`src/pad_dummy_none.sv`:
```
`timescale 1ns/100ps

```
`src/pad_pkg.sv`:
```
package pad_pkg;
  localparam int          STAGES        = 9;
  localparam int          STAGE_BITS    = 2;
  localparam int          CODE_W        = STAGES * STAGE_BITS;
  localparam int          RES_BITS      = 10;
  localparam int          SUM_W         = 11;
  localparam int          LAT_HALF      = 13;
  localparam int          ALIGN_EXTRA   = LAT_HALF - STAGES;
  localparam int          FIFO_DEPTH    = 16;
  localparam int          CLK_PERIOD_NS = 8;
  localparam int          CLK_MHZ       = 1000 / CLK_PERIOD_NS;
  localparam int          MSB_POS       = RES_BITS - 1;
  localparam logic [9:0]  RES_MAX       = 10'h3FF;
  localparam logic [9:0]  RES_RST       = 10'h000;
endpackage : pad_pkg

```
`src/pad_core.sv`:
```
`timescale 1ns/100ps

module pad_fifo #(
  parameter int W = 10,
  parameter int D = 16
) (
  input  wire logic         clk,
  input  wire logic         nrst,
  input  wire logic         in_valid,
  output logic              in_ready,
  input  wire logic [W-1:0] in_data,
  output logic              out_valid,
  input  wire logic         out_ready,
  output logic [W-1:0]      out_data
);
  localparam int AW = $clog2(D);
  logic [W-1:0]  mem_q [D];
  logic [AW-1:0] wr_q;
  logic [AW-1:0] rd_q;
  logic [AW:0]   cnt_q;
  wire           wr_en = in_valid && in_ready;
  wire           rd_en = out_valid && out_ready;

  assign in_ready  = (cnt_q != (AW+1)'(D));
  assign out_valid = (cnt_q != '0);
  assign out_data  = mem_q[rd_q];

  always_ff @(posedge clk) begin
    if (wr_en) mem_q[wr_q] <= in_data;
  end

  always_ff @(posedge clk or negedge nrst) begin
    if (!nrst) begin
      wr_q  <= '0;
      rd_q  <= '0;
      cnt_q <= '0;
    end else begin
      if (wr_en) wr_q <= (wr_q == AW'(D-1)) ? '0 : wr_q + 1'b1;
      if (rd_en) rd_q <= (rd_q == AW'(D-1)) ? '0 : rd_q + 1'b1;
      cnt_q <= cnt_q + (AW+1)'(wr_en) - (AW+1)'(rd_en);
    end
  end

  a_fifo_bound: assert property (@(posedge clk) disable iff (!nrst)
    cnt_q <= (AW+1)'(D))
    else $error("fifo count above depth");
  a_fifo_full_hold: assert property (@(posedge clk) disable iff (!nrst)
    (!in_ready && !out_ready) |=> !in_ready)
    else $error("full flag dropped without read");
endmodule : pad_fifo

module pad_core
  import pad_pkg::*;
#(
  parameter int DEPTH = FIFO_DEPTH
) (
  input  wire logic                         clk,
  input  wire logic                         nrst,
  input  wire logic                         conv_clk,
  input  wire logic [pad_pkg::CODE_W-1:0]   stage_code,
  input  wire logic                         coding_select,
  input  wire logic                         output_enable_n,
  output logic      [pad_pkg::RES_BITS-1:0] result,
  output logic                              result_oe,
  output logic                              result_valid,
  input  wire logic                         result_ready,
  output logic                              sample_phase,
  output logic                              hold_phase,
  output logic                              overflow
);
  import pad_pkg::*;

  // two-flop synchronisers; the first stage feeds only the second
  logic              ck1_q, ck2_q, ck3_q;
  logic [CODE_W-1:0] code1_q, code2_q;
  logic              sel1_q, sel2_q, oen1_q, oen2_q;

  always_ff @(posedge clk or negedge nrst) begin
    if (!nrst) begin
      {ck1_q, ck2_q, ck3_q}   <= 3'h0;
      {code1_q, code2_q}      <= '0;
      {sel1_q, sel2_q}        <= 2'h0;
      {oen1_q, oen2_q}        <= 2'h3;
    end else begin
      {ck1_q, ck2_q, ck3_q}   <= {conv_clk, ck1_q, ck2_q};
      {code1_q, code2_q}      <= {stage_code, code1_q};
      {sel1_q, sel2_q}        <= {coding_select, sel1_q};
      {oen1_q, oen2_q}        <= {output_enable_n, oen1_q};
    end
  end

  wire ev      = ck2_q ^ ck3_q;
  wire ev_fall = ev && !ck2_q;

  logic [STAGE_BITS-1:0] aligned [STAGES];
  logic [SUM_W-1:0]      psum [STAGES+1];
  assign psum[0] = '0;

  for (genvar i = 0; i < STAGES; i++) begin : g_stage
    localparam int LEN = STAGES - 1 - i + ALIGN_EXTRA;
    logic [STAGE_BITS-1:0] line_q [LEN];
    always_ff @(posedge clk or negedge nrst) begin
      if (!nrst) begin
        for (int k = 0; k < LEN; k++) line_q[k] <= '0;
      end else if (ev) begin
        line_q[0] <= code2_q[i*STAGE_BITS +: STAGE_BITS];
        for (int k = 1; k < LEN; k++) line_q[k] <= line_q[k-1];
      end
    end
    assign aligned[i] = line_q[LEN-1];
    a_line_shift: assert property (@(posedge clk) disable iff (!nrst)
      ev |=> (line_q[0] == $past(code2_q[i*STAGE_BITS +: STAGE_BITS])))
      else $error("stage code not captured");
    a_line_still: assert property (@(posedge clk) disable iff (!nrst)
      !ev |=> $stable(line_q[LEN-1]))
      else $error("delay line moved between events");
    // overlapping weights: adjacent stages share one redundant bit
    assign psum[i+1] = psum[i] + (SUM_W'(aligned[i]) << (STAGES - 1 - i));
  end

  wire [SUM_W-1:0]    sum_w  = psum[STAGES];
  wire                over_w = (sum_w > SUM_W'(RES_MAX));
  wire [RES_BITS-1:0] sat_w  = over_w ? RES_MAX : sum_w[RES_BITS-1:0];
  wire [RES_BITS-1:0] msb_w  = {sel2_q, {(RES_BITS-1){1'b0}}};
  wire [RES_BITS-1:0] code_w = sat_w ^ msb_w;

  wire                push = ev_fall;
  wire                f_ready;
  wire                f_valid;
  wire [RES_BITS-1:0] f_data;
  wire                take = f_valid && (!result_valid || result_ready);

  pad_fifo #(.W(RES_BITS), .D(DEPTH)) u_fifo (
    .clk       (clk),
    .nrst      (nrst),
    .in_valid  (push),
    .in_ready  (f_ready),
    .in_data   (code_w),
    .out_valid (f_valid),
    .out_ready (take),
    .out_data  (f_data)
  );

  always_ff @(posedge clk or negedge nrst) begin
    if (!nrst) begin
      result       <= RES_RST;
      result_valid <= 1'b0;
      result_oe    <= 1'b0;
      sample_phase <= 1'b0;
      hold_phase   <= 1'b0;
      overflow     <= 1'b0;
    end else begin
      if (take) result <= f_data;
      result_valid <= take || (result_valid && !result_ready);
      result_oe    <= !oen2_q;
      sample_phase <= ck2_q && ck3_q;
      hold_phase   <= !ck2_q && !ck3_q;
      overflow     <= overflow || (push && !f_ready);
    end
  end

  // phase, coding and output word checks
  a_phase_nonoverlap: assert property (@(posedge clk) disable iff (!nrst)
    !(sample_phase && hold_phase))
    else $error("phases overlap");
  a_phase_follow: assert property (@(posedge clk) disable iff (!nrst)
    (ck2_q && ck3_q) |=> sample_phase)
    else $error("sample phase missing");
  a_hold_follow: assert property (@(posedge clk) disable iff (!nrst)
    (!ck2_q && !ck3_q) |=> hold_phase)
    else $error("hold phase missing");
  a_push_on_fall: assert property (@(posedge clk) disable iff (!nrst)
    push |-> (ck3_q && !ck2_q))
    else $error("push not on falling edge");
  a_rise_no_push: assert property (@(posedge clk) disable iff (!nrst)
    (ev && ck2_q) |-> !push)
    else $error("push on rising edge");
  a_edge_event: assert property (@(posedge clk) disable iff (!nrst)
    ($rose(ck3_q) || $fell(ck3_q)) |-> $past(ev))
    else $error("edge missed");
  a_sat_top: assert property (@(posedge clk) disable iff (!nrst)
    (sum_w > SUM_W'(RES_MAX)) |-> (sat_w == RES_MAX))
    else $error("no saturation");
  a_sat_pass: assert property (@(posedge clk) disable iff (!nrst)
    (sum_w <= SUM_W'(RES_MAX)) |-> (sat_w == sum_w[RES_BITS-1:0]))
    else $error("in-range word altered");
  a_offset_binary: assert property (@(posedge clk) disable iff (!nrst)
    !sel2_q |-> (code_w == sat_w))
    else $error("offset binary wrong");
  a_twos_msb: assert property (@(posedge clk) disable iff (!nrst)
    sel2_q |-> (code_w == {~sat_w[MSB_POS], sat_w[MSB_POS-1:0]}))
    else $error("msb not inverted");
  a_oe_follow: assert property (@(posedge clk) disable iff (!nrst)
    oen2_q |=> !result_oe)
    else $error("outputs not disabled");
  a_oe_drive: assert property (@(posedge clk) disable iff (!nrst)
    !oen2_q |=> result_oe)
    else $error("outputs not enabled");
  a_out_hold: assert property (@(posedge clk) disable iff (!nrst)
    (result_valid && !result_ready) |=> (result_valid && $stable(result)))
    else $error("result changed under stall");
  a_out_load: assert property (@(posedge clk) disable iff (!nrst)
    take |=> (result_valid && (result == $past(f_data))))
    else $error("word not loaded");
  a_sum_weight: assert property (@(posedge clk) disable iff (!nrst)
    (sum_w <= SUM_W'(((1 << STAGES) - 1) * ((1 << STAGE_BITS) - 1))))
    else $error("sum out of range");
  a_drop_flag: assert property (@(posedge clk) disable iff (!nrst)
    (push && !f_ready) |=> overflow)
    else $error("dropped word not flagged");
  a_flag_sticky: assert property (@(posedge clk) disable iff (!nrst)
    overflow |=> overflow)
    else $error("overflow cleared");

  c_push:       cover property (@(posedge clk) disable iff (!nrst) push && f_ready);
  c_sat:        cover property (@(posedge clk) disable iff (!nrst) push && over_w);
  c_twos:       cover property (@(posedge clk) disable iff (!nrst) push && sel2_q);
  c_backpres:   cover property (@(posedge clk) disable iff (!nrst) push && !f_ready);
  c_drain_full: cover property (@(posedge clk) disable iff (!nrst) !f_ready && take);
endmodule : pad_core

```
`config.mk`:
```
export PLATFORM = sky130hd
export DESIGN_NAME = pad_core
export DESIGN_NICKNAME = d
export VERILOG_FILES = /design/src/pad_dummy_none.sv /design/src/pad_pkg.sv /design/src/pad_core.sv
export SDC_FILE = /design/constraint.sdc
export NUM_CORES = 1
export LEC_CHECK = 0
export BUFFER_PORTS_ARGS = -buffer_cell sky130_fd_sc_hd__buf_2
export CAP_MARGIN = 10
export CORE_MARGIN = 4
export CORE_UTILIZATION = 45
export CTS_CLUSTER_SIZE = 10
export DETAILED_ROUTE_END_ITERATION = 8
export GPL_TIMING_DRIVEN = 0
export PLACE_DENSITY = 0.65
export SLEW_MARGIN = 20
export SYNTH_ARGS = -nofsm -noshare
export SYNTH_HDL_FRONTEND = slang
export SYNTH_HIERARCHICAL = 1
export SYNTH_SLANG_ARGS = --single-unit
export TNS_END_PERCENT = 50
```
`constraint.sdc`:
```
create_clock -name clk -period 2.95 [get_ports clk]
set_input_delay 0.4425 -clock clk [delete_from_list [all_inputs] [get_ports clk]]
set_output_delay 0.4425 -clock clk [all_outputs]
set_load 0.01 [all_outputs]
```
Word-level counts from Yosys, hierarchy flattened
Memories as Yosys holds them, arrays and structs flattened. A register that Yosys moved wholly into a read port is not among the register bits.
Index checks and enable logic that the tools add are counted.
{"block": "op_classes", "n_lt_le_gt_ge": 1, "muxes": 5, "n_eq_ne": 3, "n_bitwise": 2, "n_addsub": 12, "reduce_logical": 19}
{"op": "adder 10 x 9 -> 11 bit", "count": 1}
{"op": "adder 11 x 2 -> 11 bit", "count": 1}
{"op": "adder 11 x 3 -> 11 bit", "count": 1}
{"op": "adder 11 x 4 -> 11 bit", "count": 1}
{"op": "adder 11 x 5 -> 11 bit", "count": 1}
{"op": "adder 11 x 6 -> 11 bit", "count": 1}
{"op": "adder 11 x 7 -> 11 bit", "count": 1}
{"op": "adder 11 x 8 -> 11 bit", "count": 1}
{"op": "greater-than comparator 11 x 10 -> 1 bit (second input constant)", "count": 1}
{"op": "2-to-1 mux 10 bit", "count": 1}
{"op": "bitwise XOR 10 bit", "count": 1}
{"op": "adder 4 x 1 -> 4 bit (second input constant)", "count": 2}
{"op": "== test 4 bit (second input constant)", "count": 2}
{"op": "logical AND 1 bit", "count": 8}
{"op": "2-to-1 mux 4 bit", "count": 2}
{"op": "logical NOT 1 bit", "count": 7}
{"op": "adder 5 x 1 -> 5 bit", "count": 1}
{"op": "!= test 5 bit (second input constant)", "count": 1}
{"op": "nonzero test 5 bit", "count": 1}
{"op": "subtractor 5 x 1 -> 5 bit", "count": 1}
{"op": "logical OR 1 bit", "count": 3}
{"op": "2-to-1 mux 1 bit", "count": 2}
{"op": "bitwise XOR 1 bit", "count": 1}
{"block": "totals", "input_bits": 24, "memories": 1, "register_bits": 205, "mem_bits_rw": 160, "out_inout_bits": 15, "wordCells": 132}
{"memory": "u_fifo.mem_q", "words": 16, "width": 10, "read_ports": 1, "rd_clocked_by_memory_dff": 1, "wr": 1, "line": "pad_core.sv:17", "text": "logic [W-1:0] mem_q [D];"}

Longest topological paths before layout
{"block": "logic_depth", "word_depth": 11, "depth_mapped": 17, "ltp_nobuf": 15}

Modules after synthesis
The synthesis kept the hierarchy.
{"module": "pad_core", "n_inst": 1, "cells_each": 442, "seq_area_each_um2": 5057.4, "area_each_um2": 7379.6}
{"module": "pad_fifo", "n_inst": 1, "cells_each": 382, "seq_area_each_um2": 5129.9, "area_each_um2": 7006.7}

Least setup slack after synthesis
Ideal clock, no wire load.
{"block": "synth_timing", "kind": "register -> register", "startpoint": "register u_fifo.cnt_q[3]", "endpoint": "register u_fifo.cnt_q[4]", "setup_slack_ns": -0.033, "arrival_ns": 2.903, "required_time_ns": 2.870, "setup_ns": 0.080, "n_path_buf": 2, "synth_period_minus_slack_ns": 2.983, "stages_incl_launch_ff": 18, "path_cell_list": "dfrtp_1 inv_1 ha_1 or4b_4 nand2_1 buf_2 inv_1 and2_4 buf_6 ha_1 inv_1 ha_1 inv_1 fa_1 inv_1 a21oi_1 o21bai_1 xnor2_1"}
{"block": "synth_via", "elab_chain_cells": 4, "elab_cells_between_ends": 7, "classes_between": "add/sub: 2; eq/ne: 1; reduce/logical: 4"}
{"element": "start, declared", "line": "pad_core.sv:20", "text": "logic [AW:0] cnt_q;"}
{"element": "start signal, assigned", "line": "pad_core.sv:40", "text": "cnt_q <= cnt_q + (AW+1)'(wr_en) - (AW+1)'(rd_en);"}
{"element": "nonzero test 5 bit", "line": "pad_core.sv:25", "text": "assign out_valid = (cnt_q != '0);"}
{"element": "via f_valid", "line": "pad_core.sv:129", "text": "wire f_valid;"}
{"element": "logical AND 1 bit", "line": "pad_core.sv:131", "text": "wire take = f_valid && (!result_valid || result_ready);"}
{"element": "via take", "line": "pad_core.sv:131"}
{"element": "logical AND 1 bit", "line": "pad_core.sv:22", "text": "wire rd_en = out_valid && out_ready;"}
{"element": "via u_fifo.rd_en", "line": "pad_core.sv:22"}
{"element": "subtractor 5 x 1 -> 5 bit", "line": "pad_core.sv:40"}
The timed path passes the listed nets, and every way through them passes these cells.
A chain may end at the register's enable or synchronous reset.

Worst setup path after layout
{"block": "layout_timing", "startpoint": "register u_fifo.cnt_q[3]", "endpoint": "register u_fifo.cnt_q[4]"}
{"block": "layout_via", "elab_chain_cells": 4, "elab_cells_between_ends": 7, "classes_between": "add/sub: 2; eq/ne: 1; reduce/logical: 4"}
{"element": "nonzero test 5 bit", "line": "pad_core.sv:25"}
{"element": "via f_valid", "line": "pad_core.sv:129"}
{"element": "logical AND 1 bit", "line": "pad_core.sv:131"}
{"element": "via take", "line": "pad_core.sv:131"}
{"element": "logical AND 1 bit", "line": "pad_core.sv:22"}
{"element": "subtractor 5 x 1 -> 5 bit", "line": "pad_core.sv:40"}
The timed path passes the listed nets, and every way through them passes these cells.

==> reports/qor.yml <==
wl_per_cell_um: 17.5
design_area_mm2: 0.0165
cts_made_buffers: 43
cp_data_arrival_time_ps: 3320
path_cells: "inv_2, ha_4, or4b_4, nand2_4, buf_12, inv_1, and2_4, ha_1, inv_1, ha_2, inv_2, fa_2, inv_2, a21oi_1, o21bai_1, xnor2_1"
synth_top_area_cell: "dfrtp_1"
layout_setup_ws_ps: 63.5
cts_buffer_depth: 3
start_util_pct: 45.6
hpwlAfterDp_mm: 15.5
fmax_ghz: 0.346
min_path_cells: 1
power.density_mw_per_mm2: 1100
die_width_um: 187
ys_ff_latch: 375
criticalPathCategory: "flip-flop to flip-flop"
rr_endpoint: "u_fifo/cnt_q[4]"
max-slew-margin-rel_pct: 33.8
die_area_mm2: 0.0349
placement_rows: 65
p_int_mw: 12.7
synth_edf_count: 160
num_io_pins: 39
syn-cell-area_mm2: 0.0144
clock_latency_ps: 510
drc: 0
ff2ff_setup_slack_ps: 60
r2r_cells: 16
finalNetCount: 964
ys.flop_type: "dfrtp_1"
cap_viol_max_count: 0
use_met3_pct: 2.66
p_switching_mw: 5.44
grt_antenna_before_repair: 0
worstSetupEndpointType: "flip-flop"
critPathMaxStageDelay_ps: 490
crit_top_cell: "inv_2"
fin_hold_ws_ps: 31.4
io_buffers: 38
hp-start: "stage_code[1]"
synth_cells: 824
dp_cells: 1267
grt_pass1_vias: 7403
p_seq_share_pct: 45.8
yosys_warnings: 6
antenna_left: 0
syn2layout_area_growth_pct: 14.4
stdcell_count: 1338
gr-total-overflow: 0
skew_ps: 8.94
hold_viol: 0
status: "complete, no violations"
hold_path_end: "code1_q[1]"
dp_slack_ps: -261
critPathRequiredTime_ps: 3390
r2r-start: "u_fifo/cnt_q[3]"
groute.layer.met2.usage_pct: 22.9
grt_max_degree: 100
grt_usage_pct: 13.7
grt.busiest_layer: "met2"
synth.area.top_cells: "dfrtp_1 37%, edfxtp_1 33%, mux2_2 12%, mux4_2 3.1%, mux2i_1 2.8%"
fin_crit_sh_pct: 97.8
drive_gt1_share_pct: 33.4
ys_seq_area_share_pct: 70.8
ys_async_sr_fraction_pct: 57.3
use_met1_pct: 18.3
cts_tree: "done"
htreeDepth: 2
power.share.switching_pct: 29.9
grt_pass1_wl_mm: 39.2
crit_path_start_kind: "flip-flop"
clk_transition_reported_paths_ps: 50
clockRootBuffer: "clkbuf_16"
peakVddDrop_mv: 0.504
clock_sinks: 375
diodes: 0
crit_fanout: 4
place_congestion: 0.797
fillCellCount: 2567
hold_class: "primary input to flip-flop"
num_vias: 7031
period_minus_slack_ps: 2890
p_leak_nw: 6.56
post_dp_cell_area_mm2: 0.0152
p_clk_share_pct: 25.0
finalSetupViolations: 0
combinationalPowerShare_pct: 29.2
worstMarginPinSlew_ps: 986
grt_setup_unrepaired: "yes"
syn_nets: 872
avgViaCountPerCell: 5.25
power_mw: 18.2
slew_viol_final: 0
first_pass_iters: 5
dieHeight_um: 187
syn_avg_cell_area_um2: 17.5
drt_iter0_drc: 373
critPathSlowestCell: "or4b_4"
totalWireLength_mm: 23.5
synth_top_area_share_pct: 37.0
fp.coreArea_mm2: 0.0316
ys_types: 49
## worst max-delay path, delay by kind of cell (launching register included)
kind / cells / cell delay [ps]
adders and majority gates: 4 / 930
and+or+nand+nor: 3 / 740
DFF: 1 / 390
buffers and inverters: 6 / 380
AOI/OAI and AO/OA: 2 / 230
xor gates and xnor gates: 1 / 130
## per-layer routing
metal,part of all wire (%),vias up
met5,0,-
met4,2.5,0
met3,3.7,48
met2,49,122
met1,44,3591
li1,-,3270
## area by class of cell
class	count	area [µm²]	share of cell area, %
multi-input combinational	393	3980	24.2
tap	402	503	3.06
inverter	18	67.6	0.410
clock inverter	1	8.76	0.0532
timing repair buffer	49	340	2.07
sequential	375	10200	61.9
buffer	36	196	1.19
clock buffer	64	1180	7.14
## stage by stage
| step | utilization, % | TNS [ps] |
|---|---|---|
| 2_1_floorplan | - | 0 |
| 3_3_place_gp | 47.8 | -478780 |
| 3_5_place_dp | 48.1 | -3850 |
| 4_1_cts | 52.0 | -106 |
| 5_1_grt | 52.2 | -83.5 |
| 6_report | 52.2 | 0 |
## power by group through the flow
| stage | logic, mW | clock network (mW) | registers, mW |
|---|---|---|---|
| after global placement | 4.94 | 0 | 8.40 |
| after global routing | 5.93 | 4.97 | 8.48 |
| final | 5.30 | 4.55 | 8.33 |
| after floorplan | 3.76 | 0 | 8.26 |
| after CTS | 5.24 | 4.72 | 8.35 |
| after detailed placement | 5.18 | 0 | 8.44 |
## cells in the mapped netlist, drive strengths merged, types with 7 or more instances
library cell	number
dfrtp	213
a21oi	8
mux2	157
o21ai	18
nand2	24
clkbuf	13
a221oi	20
mux4	20
inv	17
and3	7
a21o	8
mux2i	40
a22oi	10
buf	25
edfxtp	160
ha	22
## cell families (layout without fill, tap and decap cells)
kind of cell	Yosys count	count (layout)	share of synthesized area, %
flops	375	375	70.8
fa+ha+maj	24	24	2.19
buf+inv	56	168	1.83
compound gates	76	76	3.80
mux	217	217	18.3
xor+xnor	10	10	0.609
simple gates	66	66	2.50
## worst max-delay path by stage
stage	from	endpoint	slack, ps
after floorplan	u_fifo/cnt_q[3]	u_fifo/cnt_q[4]	20
after global placement	nrst	ck3_q	-2240
after detailed placement	u_fifo/cnt_q[3]	u_fifo/cnt_q[4]	-260
after CTS	u_fifo/cnt_q[3]	u_fifo/cnt_q[4]	-110
after global routing	u_fifo/cnt_q[3]	u_fifo/cnt_q[4]	-80
final	u_fifo/cnt_q[3]	u_fifo/cnt_q[4]	60
## flip-flops by register name, summed over array words and instances, names as in the netlist, 4 cells and up
name / flops
aligned: 18
code1_q: 18
code2_q: 18
g_stage.line_q: 126
result: 10
u_fifo/cnt_q: 5
u_fifo/mem_q: 160
u_fifo/rd_q: 4
u_fifo/wr_q: 4
## placed cells by master (no fill, tap or decap), types with 4 or more instances in the layout
cell and instances:
edfxtp_1 160, a21oi_1 7, nand2_1 22, xor2_1 4, nor2_1 6, o21ai_0 15
inv_2 4, a221oi_1 20, buf_4 12, xnor2_1 6, clkbuf_1 31, mux2i_1 40
mux4_2 20, inv_1 13, nand2b_1 5, clkbuf_16 44, dfrtp_1 213, mux2_2 155
a21o_1 8, buf_2 54, ha_1 20, a22oi_1 10, nand3_1 4, and3_1 7
and2_1 5
## repair_timing
action / in CTS / in global routing
pin swaps: 0 / 6
endpoints found under the setup margin: 18 / 19
endpoints found under the hold margin: 34 / 0
gates resized for setup: 7 / 9
hold buffers: 2 / 0
buffers inserted: 0 / 6
No activity file was read; power rests on OpenSTA's default activity.
